===== src/rtl/afesp_pkg.sv =====
// Constants, field positions and types of the serial register port.
package afesp_pkg;
    // ------------------------------------------------------------------
    // Register map
    // ------------------------------------------------------------------
    localparam int         ADR_W          = 5;
    localparam logic [4:0] MAP_FIRST      = 5'h00;
    localparam logic [4:0] ADC_LAST       = 5'h05;
    localparam logic [4:0] CFG_FIRST      = 5'h06;
    localparam logic [4:0] MAP_LAST       = 5'h1A;
    localparam logic [4:0] LINK_SETUP_IDX = 5'h0A;
    localparam logic [4:0] CH0_LOW_IDX    = 5'h02;
    localparam logic [4:0] CH1_LOW_IDX    = 5'h05;
    localparam logic [4:0] ADR_STEP       = 5'h01;
    // Group bounds used by the read loop.
    localparam logic [4:0] G1_HI = 5'h02;
    localparam logic [4:0] G2_HI = 5'h05;
    localparam logic [4:0] G3_HI = 5'h09;
    localparam logic [4:0] G4_HI = 5'h0D;
    localparam logic [4:0] G5_HI = 5'h13;
    localparam logic [4:0] G6_HI = 5'h19;
    // ------------------------------------------------------------------
    // Link setup byte fields and reset values
    // ------------------------------------------------------------------
    localparam int         LS_LOOP_HI  = 7;
    localparam int         LS_LOOP_LO  = 6;
    localparam int         LS_WR_INC   = 5;
    localparam int         LS_WID1     = 4;
    localparam int         LS_WID0     = 3;
    localparam int         LS_DRV_HIGH = 2;
    localparam logic [7:0] LS_RESET    = 8'hB8;
    localparam logic [7:0] CFG_RESET   = 8'h00;
    localparam logic [1:0] LOOP_SAME   = 2'h0;
    localparam logic [1:0] LOOP_GROUP  = 2'h1;
    localparam logic [1:0] LOOP_TYPE   = 2'h2;
    localparam logic [1:0] LOOP_MAP    = 2'h3;
    // ------------------------------------------------------------------
    // Command byte fields
    // ------------------------------------------------------------------
    localparam int         CMD_CHIP_HI = 7;
    localparam int         CMD_CHIP_LO = 6;
    localparam int         CMD_IDX_HI  = 5;
    localparam int         CMD_IDX_LO  = 1;
    localparam int         CMD_DIR     = 0;
    localparam logic       DIR_READ    = 1'b1;
    localparam logic [2:0] BIT_LAST    = 3'h7;
    localparam logic [2:0] BIT_FIRST   = 3'h0;
    localparam logic [7:0] BYTE_ZERO   = 8'h00;

    // Transfer states.
    typedef enum logic [1:0] {
        ST_CMD    = 2'b00,
        ST_READ   = 2'b01,
        ST_WRITE  = 2'b10,
        ST_IGNORE = 2'b11
    } afesp_state_t;
endpackage


===== src/rtl/afesp_link_if.sv =====
// Interface between the serial shift engine and the register core.
`timescale 1ns/1ps
interface afesp_link_if;
    logic [7:0] rx_byte;  // Byte just shifted in.
    logic       rx_stb;   // One-cycle pulse when rx_byte is complete.
    logic       frame;    // Chip select is low (synchronised).
    logic       sdo_bit;  // Serial output bit from the shifter.
    logic [7:0] tx_byte;  // Next byte to be shifted out.

    modport engine (output rx_byte, rx_stb, frame, sdo_bit, input tx_byte);
    modport core   (input rx_byte, rx_stb, frame, sdo_bit, output tx_byte);
endinterface // afesp_link_if


===== src/rtl/afesp_port.sv =====
// Serial register port of a two-channel front end: top and register core.
//
// Overview of operation
// Output bits launch on falling clock, input bits sample on rising.
// Chip select frames each transfer; no state carries across frames.
// Chip select high: output released, clock and data ignored.
// First byte of each transfer is the command, then data bytes.
// Command holds chip address, five-bit index and direction bit.
// Respond only when chip address matches own address, default 00.
// Reads of undefined indexes return zero for every byte.
// Writes to undefined indexes store nothing and hold the counter.
// Reads start at the index; later indexes follow the loop setting.
// Auto-increment writes store then step the index per byte.
// Incrementing past the last entry wraps to the first writable.
// Without auto-increment every write byte targets one register.
// Bytes written to read-only locations are discarded.
// Output stays released through whole write transfers.
// Mode 1,1 clock idles high; first edge seen is falling.
// Pulse ready output low when new channel data arrives.
// Reset pin returns every register to its default value.
// Loop setting: same byte, group, type, or whole map.
// Groups: 00-02, 03-05, 06-09, 0A-0D, 0E-13, 14-19, 1A.
// Types: converter data 00-05, configuration 06-1A.
// With 16-bit width a looping read skips the channel low byte.
// Bytes shift MSB first; command LSB is direction, 1 reads.
// Address mismatch: output released, rest of transfer ignored.
// During reset writes are ignored and outputs are released.
`timescale 1ns/1ps
module afesp_port
    import afesp_pkg::*;
#(
    parameter logic [1:0] DEV_ADDR = 2'b00  // Own chip address.
)
(
    input  wire logic        mclk,              // System clock, 10 MHz.
    input  wire logic        rst_n,             // Reset pin, active low.
    input  wire logic        cs_n,              // Chip select, active low.
    input  wire logic        sck,               // Serial clock pin.
    input  wire logic        sdi,               // Serial data in pin.
    input  wire logic        new_sample,        // New channel data pulse.
    input  wire logic [23:0] ch0_data,          // Channel 0 result.
    input  wire logic [23:0] ch1_data,          // Channel 1 result.
    output logic             sdo_o,             // Serial data out level.
    output logic             sdo_oe,            // Serial out enable.
    output logic             sample_ready_n_o,  // Ready pin level.
    output logic             sample_ready_n_oe, // Ready pin enable.
    output logic [7:0]       link_setup_q       // Link setup byte.
);
    // ------------------------------------------------------------------
    // Shift engine
    // ------------------------------------------------------------------
    afesp_link_if lk();

    afesp_shift u_shift (
        .mclk  (mclk),
        .rst_n (rst_n),
        .cs_n  (cs_n),
        .sck   (sck),
        .sdi   (sdi),
        .lk    (lk.engine)
    );

    // ------------------------------------------------------------------
    // Storage
    // ------------------------------------------------------------------
    afesp_state_t state_reg;
    afesp_state_t state_next;
    logic [4:0]   addr_reg;
    logic [4:0]   addr_next;
    logic         undef_reg;
    logic [7:0]   cfg_reg [CFG_FIRST:MAP_LAST];
    logic [23:0]  ch0_reg;
    logic [23:0]  ch1_reg;
    logic         ready_reg;
    logic         sdo_reg;

    // ------------------------------------------------------------------
    // Index stepping helpers
    // ------------------------------------------------------------------
    // Next index inside [lo, hi], wrapping to lo.
    function automatic logic [4:0] step_in(input logic [4:0] a,
                                           input logic [4:0] lo,
                                           input logic [4:0] hi);
        step_in = (a >= hi) ? lo : a + ADR_STEP;
    endfunction

    // Lower bound of the group holding an index.
    function automatic logic [4:0] grp_lo(input logic [4:0] a);
        if (a <= G1_HI)      grp_lo = MAP_FIRST;
        else if (a <= G2_HI) grp_lo = G1_HI + ADR_STEP;
        else if (a <= G3_HI) grp_lo = G2_HI + ADR_STEP;
        else if (a <= G4_HI) grp_lo = G3_HI + ADR_STEP;
        else if (a <= G5_HI) grp_lo = G4_HI + ADR_STEP;
        else if (a <= G6_HI) grp_lo = G5_HI + ADR_STEP;
        else                 grp_lo = MAP_LAST;
    endfunction

    // Upper bound of the group holding an index.
    function automatic logic [4:0] grp_hi(input logic [4:0] a);
        if (a <= G1_HI)      grp_hi = G1_HI;
        else if (a <= G2_HI) grp_hi = G2_HI;
        else if (a <= G3_HI) grp_hi = G3_HI;
        else if (a <= G4_HI) grp_hi = G4_HI;
        else if (a <= G5_HI) grp_hi = G5_HI;
        else if (a <= G6_HI) grp_hi = G6_HI;
        else                 grp_hi = MAP_LAST;
    endfunction

    // ------------------------------------------------------------------
    // Decode
    // ------------------------------------------------------------------
    wire [1:0] loop_mode = link_setup_q[LS_LOOP_HI:LS_LOOP_LO];
    wire       wr_inc    = link_setup_q[LS_WR_INC];
    wire       wid0_24   = link_setup_q[LS_WID0];
    wire       wid1_24   = link_setup_q[LS_WID1];
    wire       drv_high  = link_setup_q[LS_DRV_HIGH];

    wire [1:0] cmd_chip  = lk.rx_byte[CMD_CHIP_HI:CMD_CHIP_LO];
    wire [4:0] cmd_idx   = lk.rx_byte[CMD_IDX_HI:CMD_IDX_LO];
    wire       cmd_read  = lk.rx_byte[CMD_DIR] == DIR_READ;
    wire       chip_hit  = cmd_chip == DEV_ADDR;
    wire       addr_ok   = addr_reg <= MAP_LAST;
    wire       addr_cfg  = addr_reg >= CFG_FIRST;
    wire       wr_byte   = (state_reg == ST_WRITE) && lk.rx_stb;
    // Only defined, writable locations are stored. see
    wire       wr_store  = wr_byte && addr_ok && addr_cfg;

    // Loop bounds chosen by the loop setting. see
    logic [4:0] lp_lo;
    logic [4:0] lp_hi;
    always_comb
    begin
        case (loop_mode)
            LOOP_GROUP:
            begin
                lp_lo = grp_lo(addr_reg);
                lp_hi = grp_hi(addr_reg);
            end
            LOOP_TYPE:
            begin
                lp_lo = addr_cfg ? CFG_FIRST : MAP_FIRST;
                lp_hi = addr_cfg ? MAP_LAST : ADC_LAST;
            end
            LOOP_MAP:
            begin
                lp_lo = MAP_FIRST;
                lp_hi = MAP_LAST;
            end
            default:
            begin
                lp_lo = addr_reg;
                lp_hi = addr_reg;
            end
        endcase
    end

    // Read step, skipping a low data byte of a 16-bit channel.
    wire [4:0] rd_step1 = step_in(addr_reg, lp_lo, lp_hi);
    wire       rd_skip  = (loop_mode != LOOP_SAME) &&
                          (((rd_step1 == CH0_LOW_IDX) && !wid0_24) ||
                           ((rd_step1 == CH1_LOW_IDX) && !wid1_24));
    wire [4:0] rd_nxt   = rd_skip ? step_in(rd_step1, lp_lo, lp_hi)
                                  : rd_step1;
    // Write step wraps from the last entry to the first writable one.
    wire [4:0] wr_nxt   = step_in(addr_reg, CFG_FIRST, MAP_LAST);

    // Byte to send for the current index; zero where undefined.
    logic [7:0] rd_byte;
    always_comb
    begin
        case (addr_reg)
            5'h00:   rd_byte = ch0_reg[23:16];
            5'h01:   rd_byte = ch0_reg[15:8];
            5'h02:   rd_byte = ch0_reg[7:0];
            5'h03:   rd_byte = ch1_reg[23:16];
            5'h04:   rd_byte = ch1_reg[15:8];
            5'h05:   rd_byte = ch1_reg[7:0];
            default: rd_byte = addr_ok ? cfg_reg[addr_reg] : BYTE_ZERO;
        endcase
        if (undef_reg)
            rd_byte = BYTE_ZERO;
    end
    assign lk.tx_byte = rd_byte;

    // ------------------------------------------------------------------
    // Transfer state machine
    // ------------------------------------------------------------------
    // Command first, then reads or writes until chip select rises.
    always_comb
    begin
        state_next = state_reg;
        addr_next  = addr_reg;
        case (state_reg)
            ST_CMD:
                if (lk.rx_stb)
                begin
                    addr_next = cmd_idx;
                    if (!chip_hit)
                        state_next = ST_IGNORE;
                    else if (cmd_read)
                        state_next = ST_READ;
                    else
                        state_next = ST_WRITE;
                end
            ST_READ:
                if (lk.rx_stb && !undef_reg)
                    addr_next = rd_nxt;
            ST_WRITE:
                if (lk.rx_stb && addr_ok && wr_inc)
                    addr_next = wr_nxt;
            ST_IGNORE:
                state_next = ST_IGNORE;
            default:
                state_next = ST_CMD;
        endcase
        if (!lk.frame)
            state_next = ST_CMD;
    end

    always_ff @(posedge mclk or negedge rst_n)
    begin
        if (!rst_n)
        begin
            state_reg <= ST_CMD;
            addr_reg  <= MAP_FIRST;
            undef_reg <= 1'b0;
        end
        else
        begin
            state_reg <= state_next;
            addr_reg  <= addr_next;
            if (state_reg == ST_CMD && lk.rx_stb)
                undef_reg <= cmd_idx > MAP_LAST;
        end
    end

    // ------------------------------------------------------------------
    // Registers and converter data
    // ------------------------------------------------------------------
    // Reset restores defaults; writes only reach writable entries.
    always_ff @(posedge mclk or negedge rst_n)
    begin
        if (!rst_n)
        begin
            for (int i = CFG_FIRST; i <= MAP_LAST; i++)
                cfg_reg[i] <= (i == LINK_SETUP_IDX) ? LS_RESET
                                                    : CFG_RESET;
        end
        else if (wr_store)
            cfg_reg[addr_reg] <= lk.rx_byte;
    end

    // Latch new results and pulse ready for one cycle.
    always_ff @(posedge mclk or negedge rst_n)
    begin
        if (!rst_n)
        begin
            ch0_reg   <= 24'h000000;
            ch1_reg   <= 24'h000000;
            ready_reg <= 1'b0;
        end
        else
        begin
            ready_reg <= new_sample;
            if (new_sample)
            begin
                ch0_reg <= ch0_data;
                ch1_reg <= ch1_data;
            end
        end
    end

    // Output bit is retimed so the pin comes from a flop.
    always_ff @(posedge mclk or negedge rst_n)
    begin
        if (!rst_n)
            sdo_reg <= 1'b0;
        else
            sdo_reg <= lk.sdo_bit;
    end

    // ------------------------------------------------------------------
    // Pins
    // ------------------------------------------------------------------
    // Drive only in an addressed read inside the frame. see
    assign sdo_o             = sdo_reg;
    assign sdo_oe            = (state_reg == ST_READ) && lk.frame;
    assign sample_ready_n_o  = ~ready_reg;
    assign sample_ready_n_oe = ready_reg | drv_high;
    assign link_setup_q      = cfg_reg[LINK_SETUP_IDX];

    // ------------------------------------------------------------------
    // Checks
    // ------------------------------------------------------------------
    AST_IDLE_RELEASED: assert property (@(posedge mclk)
        disable iff (!rst_n) !lk.frame |-> !sdo_oe)
        else $error("serial output driven outside a frame");

    AST_WRITE_RELEASED: assert property (@(posedge mclk)
        disable iff (!rst_n) state_reg == ST_WRITE |-> !sdo_oe)
        else $error("serial output driven during a write");

    AST_READY_PULSE: assert property (@(posedge mclk)
        disable iff (!rst_n) new_sample ##1 !new_sample
        |-> !sample_ready_n_o ##1 sample_ready_n_o)
        else $error("ready pulse not one cycle after new data");

    AST_MISMATCH: assert property (@(posedge mclk)
        disable iff (!rst_n)
        state_reg == ST_CMD && lk.rx_stb && lk.frame && !chip_hit
        |=> state_reg == ST_IGNORE)
        else $error("foreign chip address not ignored");

    AST_WRAP: assert property (@(posedge mclk)
        disable iff (!rst_n)
        wr_byte && lk.frame && wr_inc && addr_reg == MAP_LAST
        |=> addr_reg == CFG_FIRST)
        else $error("write index did not wrap to first writable");

    AST_FIXED_WRITE: assert property (@(posedge mclk)
        disable iff (!rst_n)
        wr_byte && lk.frame && !wr_inc |=> $stable(addr_reg))
        else $error("write index moved without auto-increment");

    AST_UNDEF_WRITE: assert property (@(posedge mclk)
        disable iff (!rst_n) wr_byte && !addr_ok |=> $stable(addr_reg))
        else $error("undefined write advanced the index");

    AST_UNDEF_READ: assert property (@(posedge mclk)
        disable iff (!rst_n)
        state_reg == ST_READ && undef_reg |-> lk.tx_byte == BYTE_ZERO)
        else $error("undefined read returned nonzero");

    AST_FRAME_END: assert property (@(posedge mclk)
        disable iff (!rst_n) !lk.frame |=> state_reg == ST_CMD)
        else $error("transfer state survived chip select high");
endmodule // afesp_port


===== src/rtl/afesp_shift.sv =====
// Serial shift engine: pin synchronisers, clock edge finder, shifters.
`timescale 1ns/1ps
module afesp_shift
    import afesp_pkg::*;
(
    input  wire logic   mclk,   // System clock.
    input  wire logic   rst_n,  // Asynchronous reset, active low.
    input  wire logic   cs_n,   // Chip select pin, active low.
    input  wire logic   sck,    // Serial clock pin.
    input  wire logic   sdi,    // Serial data in pin.
    afesp_link_if.engine lk     // Byte link to the register core.
);
    // ------------------------------------------------------------------
    // Synchronisers and edge detection
    // ------------------------------------------------------------------
    logic [2:0] sync1_reg;
    logic [2:0] sync2_reg;
    logic       sck_d_reg;
    logic [7:0] rx_sh_reg;
    logic [7:0] tx_sh_reg;
    logic [2:0] bit_cnt_reg;
    logic       rx_stb_reg;
    wire        frame_w = ~sync2_reg[2];
    wire        sck_s   = sync2_reg[1];
    wire        sdi_s   = sync2_reg[0];
    wire        sck_rise = frame_w & sck_s & ~sck_d_reg;
    wire        sck_fall = frame_w & ~sck_s & sck_d_reg;

    // Two flops on every pin; only the second stage is read.
    always_ff @(posedge mclk or negedge rst_n)
    begin
        if (!rst_n)
        begin
            sync1_reg <= 3'h7;
            sync2_reg <= 3'h7;
            sck_d_reg <= 1'b0;
        end
        else
        begin
            sync1_reg <= {cs_n, sck, sdi};
            sync2_reg <= sync1_reg;
            sck_d_reg <= sck_s;
        end
    end

    // ------------------------------------------------------------------
    // Receive shifter
    // ------------------------------------------------------------------
    // Sample on rising edges, MSB first; idle frames clear the bit count. see
    always_ff @(posedge mclk or negedge rst_n)
    begin
        if (!rst_n)
        begin
            rx_sh_reg   <= BYTE_ZERO;
            bit_cnt_reg <= BIT_FIRST;
            rx_stb_reg  <= 1'b0;
        end
        else if (!frame_w)
        begin
            bit_cnt_reg <= BIT_FIRST;
            rx_stb_reg  <= 1'b0;
        end
        else
        begin
            rx_stb_reg <= sck_rise && (bit_cnt_reg == BIT_LAST);
            if (sck_rise)
            begin
                rx_sh_reg   <= {rx_sh_reg[6:0], sdi_s};
                bit_cnt_reg <= bit_cnt_reg + 3'h1;
            end
        end
    end

    // ------------------------------------------------------------------
    // Transmit shifter
    // ------------------------------------------------------------------
    // Launch on falling edges; a fall at a byte boundary loads the next
    // byte, which also covers the leading fall of mode 1,1. see
    always_ff @(posedge mclk or negedge rst_n)
    begin
        if (!rst_n)
            tx_sh_reg <= BYTE_ZERO;
        else if (sck_fall)
        begin
            if (bit_cnt_reg == BIT_FIRST)
                tx_sh_reg <= lk.tx_byte;
            else
                tx_sh_reg <= {tx_sh_reg[6:0], 1'b0};
        end
    end

    assign lk.rx_byte = rx_sh_reg;
    assign lk.rx_stb  = rx_stb_reg;
    assign lk.frame   = frame_w;
    assign lk.sdo_bit = tx_sh_reg[7];

    // A byte is complete only after eight rising edges in the frame.
    AST_BYTE_AFTER_RISE: assert property (@(posedge mclk)
        disable iff (!rst_n)
        rx_stb_reg |-> $past(sck_rise) && $past(bit_cnt_reg) == BIT_LAST)
        else $error("byte strobe without eighth rising edge");
endmodule // afesp_shift

===== config.mk =====
export PLATFORM = sky130hd
export DESIGN_NAME = afesp_port
export DESIGN_NICKNAME = d
export VERILOG_FILES = /design/src/rtl/afesp_pkg.sv /design/src/rtl/afesp_link_if.sv /design/src/rtl/afesp_port.sv /design/src/rtl/afesp_shift.sv
export SDC_FILE = /design/constraint.sdc
export NUM_CORES = 1
export LEC_CHECK = 0
export BUFFER_PORTS_ARGS = -buffer_cell sky130_fd_sc_hd__clkbuf_2
export CAP_MARGIN = 20
export CORE_ASPECT_RATIO = 0.75
export CORE_MARGIN = 1
export CORE_UTILIZATION = 62
export DETAILED_ROUTE_END_ITERATION = 12
export GPL_TIMING_DRIVEN = 0
export PLACE_DENSITY = 0.77
export SLEW_MARGIN = 20
export SYNTH_ARGS = -nofsm -noshare
export SYNTH_HDL_FRONTEND = slang
export SYNTH_SLANG_ARGS = --single-unit
export TNS_END_PERCENT = 5

===== constraint.sdc =====
create_clock -name mclk -period 7 [get_ports mclk]
set_input_delay 1.05 -clock mclk [delete_from_list [all_inputs] [get_ports mclk]]
set_output_delay 1.05 -clock mclk [all_outputs]
set_load 0.02 [all_outputs]

==> reports/qor.txt, run 1 <==
syn nets = 1175
worst setup path class = flip-flop to flip-flop
CTS tree = built
Die X = 168.4 um
CP arrival = 7000 ps
Slowest-stage cell, CP = buf_1
I/O Pins = 66
initial antenna violation count = 0
Clock Latency Late Sink = 550 ps
die area = 21340 sq um
H-tree depth = 1
Worst-Margin Slew = 973.2 ps
CTS Buf Count = 25
antenna cells = 0
detailed placement HPWL = 25520 um
post-synthesis cell area = 12870 sq um
Initial Util = 0.6348
Yosys warnings = 0
Crit Path Max Fanout = 11
GRT Util Overall = 0.3543
Post-CTS Setup Inserts = 0
Largest register FFs = 160
initial drt markers = 1046
status = completed
Hold Buf Count CTS = 0
final core utilization = 0.7128
Root Buffer = clkbuf_16
final hold violation count = 0
hold path start = u_shift.sync1_reg[2]
Post-Syn Instances = 1098
r2r setup slk = 420 ps
GPL Wtd Cong = 0.9650
vias per cell = 6.622
fill count = 1435
Wirelength per Cell = 24.90 um
grt ovf = 0
pwr dens = 349.3 nW/um^2
critical path required time = 7420 ps
period utilization = 0.9399
Critical Path Start Type = flip-flop
row cnt = 45
vias in the first global route = 9385
global-route wire length before repair = 56740 um
clock buffer depth = 3
DRC = 0
Port Buffer Count = 65
CP peak stage delay = 620 ps
most used cell, CP = ha_1
nets = 1269
setup_tns = 0 ps
drt total wl = 36530 um
clock sink count = 253
Final Max Slew Viols = 0
PostCTS Resize Cnt = 0
Max Freq = 0.1520 GHz
Clock Skews = 12.66 ps
MaxCap Viol Count = 0
WHS Endpoint = u_shift.sync2_reg[2]
Area Growth Syn to Fin = 12.29%
pin count of the biggest net entering global routing = 90
post-route setup slack = 420.4 ps
number of flops mapped to enable cells by yosys = 0
Vias = 9715
setup slack at placement = 620.5 ps
core footprint = 20270 sq um
Worst-path clk slew = 60 ps
Die Height = 126.8 um
RSZ-0062 raised after global routing = false
minimum clock period = 6580 ps
VDD IR max = 210.8 uV
count of final setup violators = 0
Worst setup EP type = flip-flop
Worst path top cell family by delay = compound AO/OA/AOI/OAI gates
share of layout cells above drive strength 1 = 0.3524
Post-synth ARST share = 1.000
WP buf/inv = 5
reg2reg path depth = 24
Max-slew headroom = 0.3512
Yosys reg bits = 253
iteration count of the initial detailed-routing pass = 5
crit path cell chain = buf_6 -> inv_2 -> buf_1 -> ha_1 -> buf_2 -> o21ba_4 -> nor3_1 -> nor3_1 -> o22ai_1 -> ha_1 -> o211ai_1 -> or2b_2 -> nand2b_2 -> o211ai_4 -> buf_6 -> mux2_2 -> ha_1 -> o21ai_0 -> o31a_1 -> o31ai_2 -> and4bb_2 -> or3_1 -> a211oi_1 -> o31ai_1
number of distinct library cells after synthesis = 81
hold crit path type = flip-flop to flip-flop
hold depth = 0
Leak Pwr = 6.574 nW
Seq/Total Area, Yosys = 0.4930
main flop type after synthesis = dfrtp_1
worst reg2reg startpoint = addr_reg[1]
syn_area_per_cell = 11.72 sq um
Antenna Nets Post-Route = 0
reg2reg end = addr_reg[1]
[cells in the final DEF (no fill, tap or decap), types with 23 or more instances in the layout]
master	Yosys	routed
ha_1	23	23
dfrtp_1	243	243
o21ai_0	57	57
a221oi_1	27	27
a21oi_1	31	31
a22oi_1	30	30
mux2_2	228	228
nand2_1	79	79
clkbuf_16	0	25
clkbuf_1	47	48
clkbuf_2	0	64
nor2_1	51	51
[worst max-delay path by stage]
stage | to | start | slack [ps] | depth (start not counted)
after floorplan | addr_reg[1] | addr_reg[1] | 1700 | 26
after global placement | ch1_reg[14] | rst_n | -280 | 1
after detailed placement | addr_reg[1] | addr_reg[1] | 620 | 24
after CTS | addr_reg[1] | addr_reg[1] | 570 | 24
after global routing | addr_reg[1] | addr_reg[1] | 150 | 26
final | addr_reg[1] | addr_reg[1] | 420 | 24
[cell families (layout without fill, tap and decap cells)]
family / after synthesis / count (layout) / synth area share
xor gates and xnor gates: 5 / 5 / 0.003403
DFF: 253 / 253 / 0.4930
buffers and inverters: 102 / 213 / 0.03695
and+or+nand+nor: 228 / 228 / 0.08752
muxes: 256 / 256 / 0.2281
adders and majority gates: 23 / 23 / 0.02237
AOI/OAI and AO/OA: 231 / 231 / 0.1286
[layer usage]
layer,part of all wire,vias to the layer above,global-route usage
li1,-,4215,-
met5,0,-,0
met4,0.028,0,0.1005
met3,0.10,86,0.08518
met2,0.42,463,0.5006
met1,0.45,4951,0.5430
[Yosys cell counts (14+ instances only)]
library cell,instances,area (sq um)
buf_2,17,85.08
nand2_1,79,296.5
o22ai_1,14,87.58
o21ai_0,57,285.3
mux2_2,228,2567
a21oi_1,31,155.2
a22oi_1,30,225.2
dfrtp_1,243,6081
a221oi_1,27,236.5
nand3_1,18,90.09
ha_1,23,287.8
mux2i_1,21,210.2
inv_1,15,56.30
nor2_1,51,191.4
clkbuf_1,47,176.4
[final cells by class]
cell class                 count  area, sq um  share of cell area
sequential                   253         6344              0.4390
buffer                        84        407.9             0.02823
clock buffer                  32        711.9             0.04927
timing repair buffer          67        389.1             0.02693
tap                          258        322.8             0.02234
multi-input combinational    743         6048              0.4186
inverter                      18        67.56            0.004676
clock inverter                12        157.7             0.01091
[power breakdown]
part / switching [W] / internal, W / leakage, nW
registers: 0.0000764 / 0.00155 / 3.35
clock network: 0.000588 / 0.000832 / 0.436
logic: 0.00133 / 0.000677 / 2.79
[worst reg2reg max path: cells and delay by family (launching register included)]
family / cells / cell delay (ps)
compound gates: 9 / 1860
mux: 1 / 420
flops: 1 / 450
buf+inv: 5 / 1400
fa+ha+maj: 3 / 830
simple gates: 6 / 1520
[through the flow]
step | cell area (sq um) | total power, W | hold slack, ps | instances
floorplan | 12870 | 0.002947 | 345.2 | 1098
global placement | 13520 | 0.003542 | 345.5 | 1421
detailed placement | 13580 | 0.003567 | 347.9 | 1423
CTS | 14450 | 0.004979 | 357.1 | 1467
global route | 14450 | 0.005247 | 358.6 | 1467
finish | 14450 | 0.005047 | 357.2 | 1467
Note: power is estimated with default switching activity, not from simulation.
==> inputs of run 2 (changes only) <==
CORE_ASPECT_RATIO = 1.2   (was 0.75)
==> run 2 against run 1 <==
  * Die area is essentially flat
  * Core utilization decreased by 0.49 points
  * Critical endpoint unchanged
  * Highest routed layer unchanged
  * Non-clock buffer count did not move
  * Sequential cell count did not move
  * Cell count rose by 0.48%
  * Combinational power decreased by 2%
  * Sequential share of layout area grew 0.18 points
  * Clock skew increased by 10 ps
==> reports/qor.txt, run 2 (same netlist as run 1, synthesis figures left out) <==
vias in the first global route = 9698 (+3.3%)
Clock Skews = 23.02 ps (+10.36 ps)
antenna cells = 0 (unchanged)
count of final setup violators = 0 (unchanged)
status = completed
pwr dens = 341.9 nW/um^2 (-2.1%)
Area Growth Syn to Fin = 11.82%
worst setup path class = flip-flop to flip-flop
clock buffer depth = 3 (unchanged)
drt total wl = 35070 um (-4.0%)
GPL Wtd Cong = 0.9914 (+2.7%)
CTS tree = built
detailed placement HPWL = 23990 um (-6.0%)
Wirelength per Cell = 23.79 um (-4.4%)
Critical Path Start Type = flip-flop
I/O Pins = 66 (unchanged)
share of layout cells above drive strength 1 = 0.3482 (-0.004136)
Worst setup EP type = flip-flop
CP peak stage delay = 630 ps (about the same)
Port Buffer Count = 65 (unchanged)
final hold violation count = 0 (unchanged)
critical path required time = 7400 ps (-20 ps)
CP arrival = 6950 ps (-50 ps)
Post-CTS Setup Inserts = 0 (unchanged)
Initial Util = 0.6331 (-0.001758)
number of placed instances with taps included = 1430 (+0.49%)
final std cell area, no fill = 14390 sq um (-0.42%)
global-route wire length before repair = 54970 um (-3.1%)
placed instance area = 13590 sq um (about the same)
Die X = 133.5 um (-21%)
core footprint = 20330 sq um (+0.28%)
hold crit path type = flip-flop to flip-flop
H-tree depth = 1 (unchanged)
minimum clock period = 6548 ps (-31.21 ps)
Die Height = 159.8 um (+26%)
Clock Latency Late Sink = 540 ps (about the same)
Worst-path clk slew = 70 ps (about the same)
vias per cell = 6.480 (-2.2%)
most used cell, CP = ha_1
DRC = 0 (unchanged)
pin count of the biggest net entering global routing = 89 (-1.1%)
row cnt = 57 (+27%)
grt ovf = 0 (unchanged)
CTS Buf Count = 25 (unchanged)
initial antenna violation count = 0 (unchanged)
Max-slew headroom = 0.4022 (+0.05099)
PostCTS Resize Cnt = 0 (unchanged)
RSZ-0062 raised after global routing = false
Final Max Slew Viols = 0 (unchanged)
commonest cells after routing, fill and taps aside = dfrtp_1, mux2_2, nand2_1
nets = 1269 (unchanged)
r2r setup slk = 450 ps (+30 ps)
period utilization = 0.9355 (-0.004459)
Hold Buf Count CTS = 0 (unchanged)
GRT Util Overall = 0.3402 (-0.01416)
Leak Pwr = 6.531 nW (-0.65%)
Largest register FFs = 160 (unchanged)
Vias = 9551 (-1.7%)
commonest non-fill, non-tap cell in the layout = dfrtp_1
clock sink count = 253 (unchanged)
Antenna Nets Post-Route = 0 (unchanged)
Root Buffer = clkbuf_16
iteration count of the initial detailed-routing pass = 8 (+3)
Slowest-stage cell, CP = buf_1
VDD IR max = 257.0 uV (+22%)
final std cells w/o fill = 1474 (+0.48%)
die area = 21340 sq um (about the same)
MaxCap Viol Count = 0 (unchanged)
Crit Path Max Fanout = 11 (unchanged)
Max Freq = 0.1527 GHz (+0.48%)
initial drt markers = 720 (-31%)
Worst-Margin Slew = 896.7 ps (-76.49 ps)
[run 2: cell types whose count changed in the layout (fill, tap and decap cells not counted)]
| cell | previous run | this run |
|---|---|---|
| inv_16 | 1 | 0 |
| clkinvlp_4 | 0 | 1 |
| clkinv_4 | 2 | 0 |
| inv_6 | 0 | 2 |
| clkbuf_1 | 48 | 53 |
| bufinv_16 | 3 | 1 |
| clkinv_2 | 6 | 3 |
[run 2: power by group]
part	leakage, nW	total (W)	switching [W]	internal [W]
sequential	3.35	0.00163	0.0000784	0.00155
combinational	2.79	0.00196	0.00128	0.000675
clock	0.393	0.00134	0.000580	0.000759
total	6.53	0.00492	0.00194	0.00298
[run 2: path summary, 6_finish.rpt]
path	startpoint	end	depth (start not counted)
setup reg to reg	addr_reg[1]	addr_reg[1]	26
hold / removal	u_shift.sync1_reg[1]	u_shift.sync2_reg[1]	0
min in group asynchronous	rst_n	cfg_reg[53]	1
max in group asynchronous	rst_n	u_shift.sync1_reg[2]	2
setup / recovery	addr_reg[1]	addr_reg[1]	26
hold reg to reg	u_shift.sync1_reg[1]	u_shift.sync2_reg[1]	0
[run 2: worst max-delay path, delay by kind of cell (launching register included)]
family / cells / cell delay (ps)
compound gates: 11 / 1900
buf+inv: 5 / 1450
flops: 1 / 480
xor+xnor: 1 / 80
simple gates: 5 / 1290
fa+ha+maj: 3 / 820
mux: 1 / 410
[run 2: layout make-up]
class	count	area, sq um
plain buffers	84	407.9
well taps	265	331.6
clock buffers	37	730.7
flip-flops and latches	253	6344
fillers	1483	5937
inverters	18	67.56
multi-input cells	743	6048
repair buffers	67	389.1
clock inverters	7	70.07
[run 2: per-stage QoR]
stage	worst slack [ps]	setup TNS (ps)	hold WS, ps	util	power [W]
after CTS	546.6	0	351.5	0.7079	0.004876
after global routing	171.0	0	352.8	0.7079	0.005134
after global placement	-235.3	-52840	346.2	0.6654	0.003510
after detailed placement	592.0	0	347.2	0.6685	0.003543
after floorplan	1696	0	345.2	-	0.002947
final	451.6	0	350.7	0.7079	0.004920
[run 2: layer usage]
| metal | vias to the layer above | routed length [um] | GRT usage |
|---|---|---|---|
| li1 | 4207 | - | - |
| met1 | 4790 | 13990 | 0.4487 |
| met2 | 443 | 16660 | 0.5436 |
| met3 | 111 | 2727 | 0.06381 |
| met4 | 0 | 1699 | 0.1632 |
| met5 | - | 0 | 0 |
==> inputs of run 3 (changes only) <==
ABC_AREA = 1   (was not set)
CORE_UTILIZATION = 61   (was 62)
GPL_ROUTABILITY_DRIVEN = 0   (was not set)
PLACE_DENSITY = 0.76   (was 0.77)
==> run 3 against run 2 <==
  * Clock-buffer cell count is 5 higher
  * First-iteration DRC count is 62% higher
  * Non-clock buffer count is 3 higher
  * Critical path depth is 7 higher
  * Clock skew is 10 ps lower
  * Routed wire length is 2.4% higher
  * Via count is 15% higher
  * Sequential power is 2% lower
  * Synthesized cell count is 31% higher
  * Design area is 3.7% lower
  * Sequential share of layout area is 1.7 points higher
  * Register-to-register slack better by 530 ps
  * Largest cell class unchanged
==> reports/qor.txt, run 3 <==
syn_area_per_cell = 8.482 sq um (-28%)
met3 Use GR = 0.05765 (-0.006161)
Reg area = 6344 sq um (unchanged)
H-tree depth = 1 (unchanged)
Leak Pwr = 6.231 nW (-4.6%)
Die Height = 157.1 um (-1.7%)
Wirelength per Cell = 19.74 um (-17%)
Synth area leaders = dfrtp_1, o21ai_0, nand2_1, nor2_1, inv_1
CP arrival = 6450 ps (-500 ps)
minimum clock period = 6022 ps (-526.3 ps)
most used cell, CP = nand2_1
Critical Path Start Type = flip-flop
global-route wire length before repair = 55650 um (+1.2%)
r2r setup slk = 980 ps (+530 ps)
M2 GR Usage = 0.5590 (+0.01546)
multi-input logic area = 5074 sq um (-16%)
number of flops mapped to enable cells by yosys = 0 (unchanged)
placed instance area = 12970 sq um (-4.5%)
PostCTS Resize Cnt = 0 (unchanged)
RSZ-0062 raised after global routing = false
MaxCap Viol Count = 0 (unchanged)
antenna cells = 0 (unchanged)
commonest cells after routing, fill and taps aside = nand2_1, o21ai_0, dfrtp_1
Area Growth Syn to Fin = 13.29%
syn nets = 1519 (+29%)
I/O Pins = 66 (unchanged)
drt total wl = 35920 um (+2.4%)
gr busiest metal = met2
Yosys warnings = 0 (unchanged)
Worst setup EP type = flip-flop
initial drt markers = 1164 (+62%)
number of distinct library cells after synthesis = 54 (-33%)
commonest non-fill, non-tap cell in the layout = nand2_1
status = completed
Largest register FFs = 160 (unchanged)
nets = 1616 (+27%)
pin count of the biggest net entering global routing = 84 (-5.6%)
Worst-path clk slew = 60 ps (about the same)
setup slack at placement = 1079 ps (+486.6 ps)
Slowest-stage cell, CP = buf_1
Yosys reg bits = 253 (unchanged)
Clock Skews = 12.74 ps (-10.28 ps)
Max-slew headroom = 0.4479 (+0.04572)
Post-synth ARST share = 1.000 (unchanged)
hold crit path type = flip-flop to flip-flop
iteration count of the initial detailed-routing pass = 6 (-2)
die area = 20620 sq um (-3.3%)
Final Max Slew Viols = 0 (unchanged)
CTS Buf Count = 27 (+8.0%)
Post-CTS Setup Inserts = 0 (unchanged)
fill count = 1624 (+9.5%)
Post-Syn Instances = 1442 (+31%)
Worst Hold Slack = 357.0 ps (+6.335 ps)
VDD IR max = 237.5 uV (-7.6%)
clock buffer depth = 3 (unchanged)
Clock Latency Late Sink = 550 ps (about the same)
post-synthesis cell area = 12230 sq um (-4.9%)
GRT Util Overall = 0.3500 (+0.009829)
core footprint = 19620 sq um (-3.5%)
GRT met1 Usage = 0.4630 (+0.01422)
Worst-Margin Slew = 821.8 ps (-74.90 ps)
clock sink count = 253 (unchanged)
Initial Util = 0.6234 (-0.009651)
row cnt = 56 (-1.8%)
final std cell area, no fill = 13860 sq um (-3.7%)
Port Buffer Count = 65 (unchanged)
initial antenna violation count = 0 (unchanged)
pwr dens = 355.7 nW/um^2 (+4.0%)
post-route setup slack = 977.9 ps (+526.3 ps)
Max Freq = 0.1661 GHz (+8.7%)
detailed placement HPWL = 25490 um (+6.2%)
count leader, synth = nand2_1
main flop type after synthesis = dfrtp_1
grt ovf = 0 (unchanged)
final hold violation count = 0 (unchanged)
setup_tns = 0 ps (unchanged)
area share of the largest cell type after synthesis = 0.4972 (+0.02461)
CTS tree = built
Crit Path Max Fanout = 12 (+1)
critical path required time = 7430 ps (+30 ps)
Hold Buf Count CTS = 0 (unchanged)
DRC = 0 (unchanged)
cell taking the most area after synthesis = dfrtp_1
CP peak stage delay = 630 ps (about the same)
Vias = 10950 (+15%)
Root Buffer = clkbuf_16
Die X = 131.3 um (-1.7%)
final core utilization = 0.7063 (-0.001660)
share of layout cells above drive strength 1 = 0.1219 (-0.2263)
period utilization = 0.8603 (-0.07518)
Antenna Nets Post-Route = 0 (unchanged)
vias per cell = 6.016 (-7.2%)
Post-synth top cells = nand2_1, o21ai_0, dfrtp_1
worst setup path class = flip-flop to flip-flop
count of final setup violators = 0 (unchanged)
vias in the first global route = 10420 (+7.5%)
Seq/Total Area, Yosys = 0.5187 (+0.02567)
[run 3: per-stage QoR]
stage / total power, W / cells
after floorplan: 0.002870 / 1442
after global placement: 0.003430 / 1768
after detailed placement: 0.003466 / 1771
after CTS: 0.004882 / 1820
after global routing: 0.005158 / 1820
final: 0.004928 / 1820
[run 3: final cells by class]
class | count | share of cell area
buffer | 86 | 0.02835
tap | 261 | 0.02357
inverter | 108 | 0.03034
multi-input combinational | 995 | 0.3662
clock buffer | 42 | 0.05861
sequential | 253 | 0.4578
timing repair buffer | 68 | 0.03007
clock inverter | 7 | 0.005057
[run 3: power breakdown]
group | internal, W | total, W | switching (W)
clock | 0.000832 | 0.00143 | 0.000594
combinational | 0.000565 | 0.00191 | 0.00134
sequential | 0.00155 | 0.00159 | 0.0000488
total | 0.00294 | 0.00493 | 0.00199
[run 3: logic make-up after synthesis]
kind of cell | Yosys count | share of synthesized area
AND/OR/NAND/NOR | 526 | 0.1778
AO/OA/AOI/OAI | 426 | 0.1957
flip-flops | 253 | 0.5187
buffers and inverters | 194 | 0.06650
adder cells (fa/ha/maj) | 23 | 0.02353
multiplexers | 17 | 0.01565
XOR/XNOR | 3 | 0.002149
[run 3: final timing paths]
path / startpoint / to / cells past startpoint
setup / recovery: addr_reg[0] / addr_reg[1] / 33
hold / removal: u_shift.sync1_reg[2] / u_shift.sync2_reg[2] / 0
setup reg to reg: addr_reg[0] / addr_reg[1] / 33
hold reg to reg: u_shift.sync1_reg[2] / u_shift.sync2_reg[2] / 0
max in group asynchronous: rst_n / u_shift.sync2_reg[0] / 3
min in group asynchronous: rst_n / cfg_reg[93] / 1
[run 3: routing by layer]
metal / wire, um / part of all wire
met5: 0 / 0
met4: 1807 / 0.050
met3: 2923 / 0.081
met2: 16560 / 0.46
met1: 14620 / 0.41
[run 3: worst max-delay path, delay by kind of cell (launching register included)]
kind            cells  cell delay, ps
compound gates      5             990
fa+ha+maj           3             950
buf+inv             8            2260
simple gates       17            1270
flops               1             400
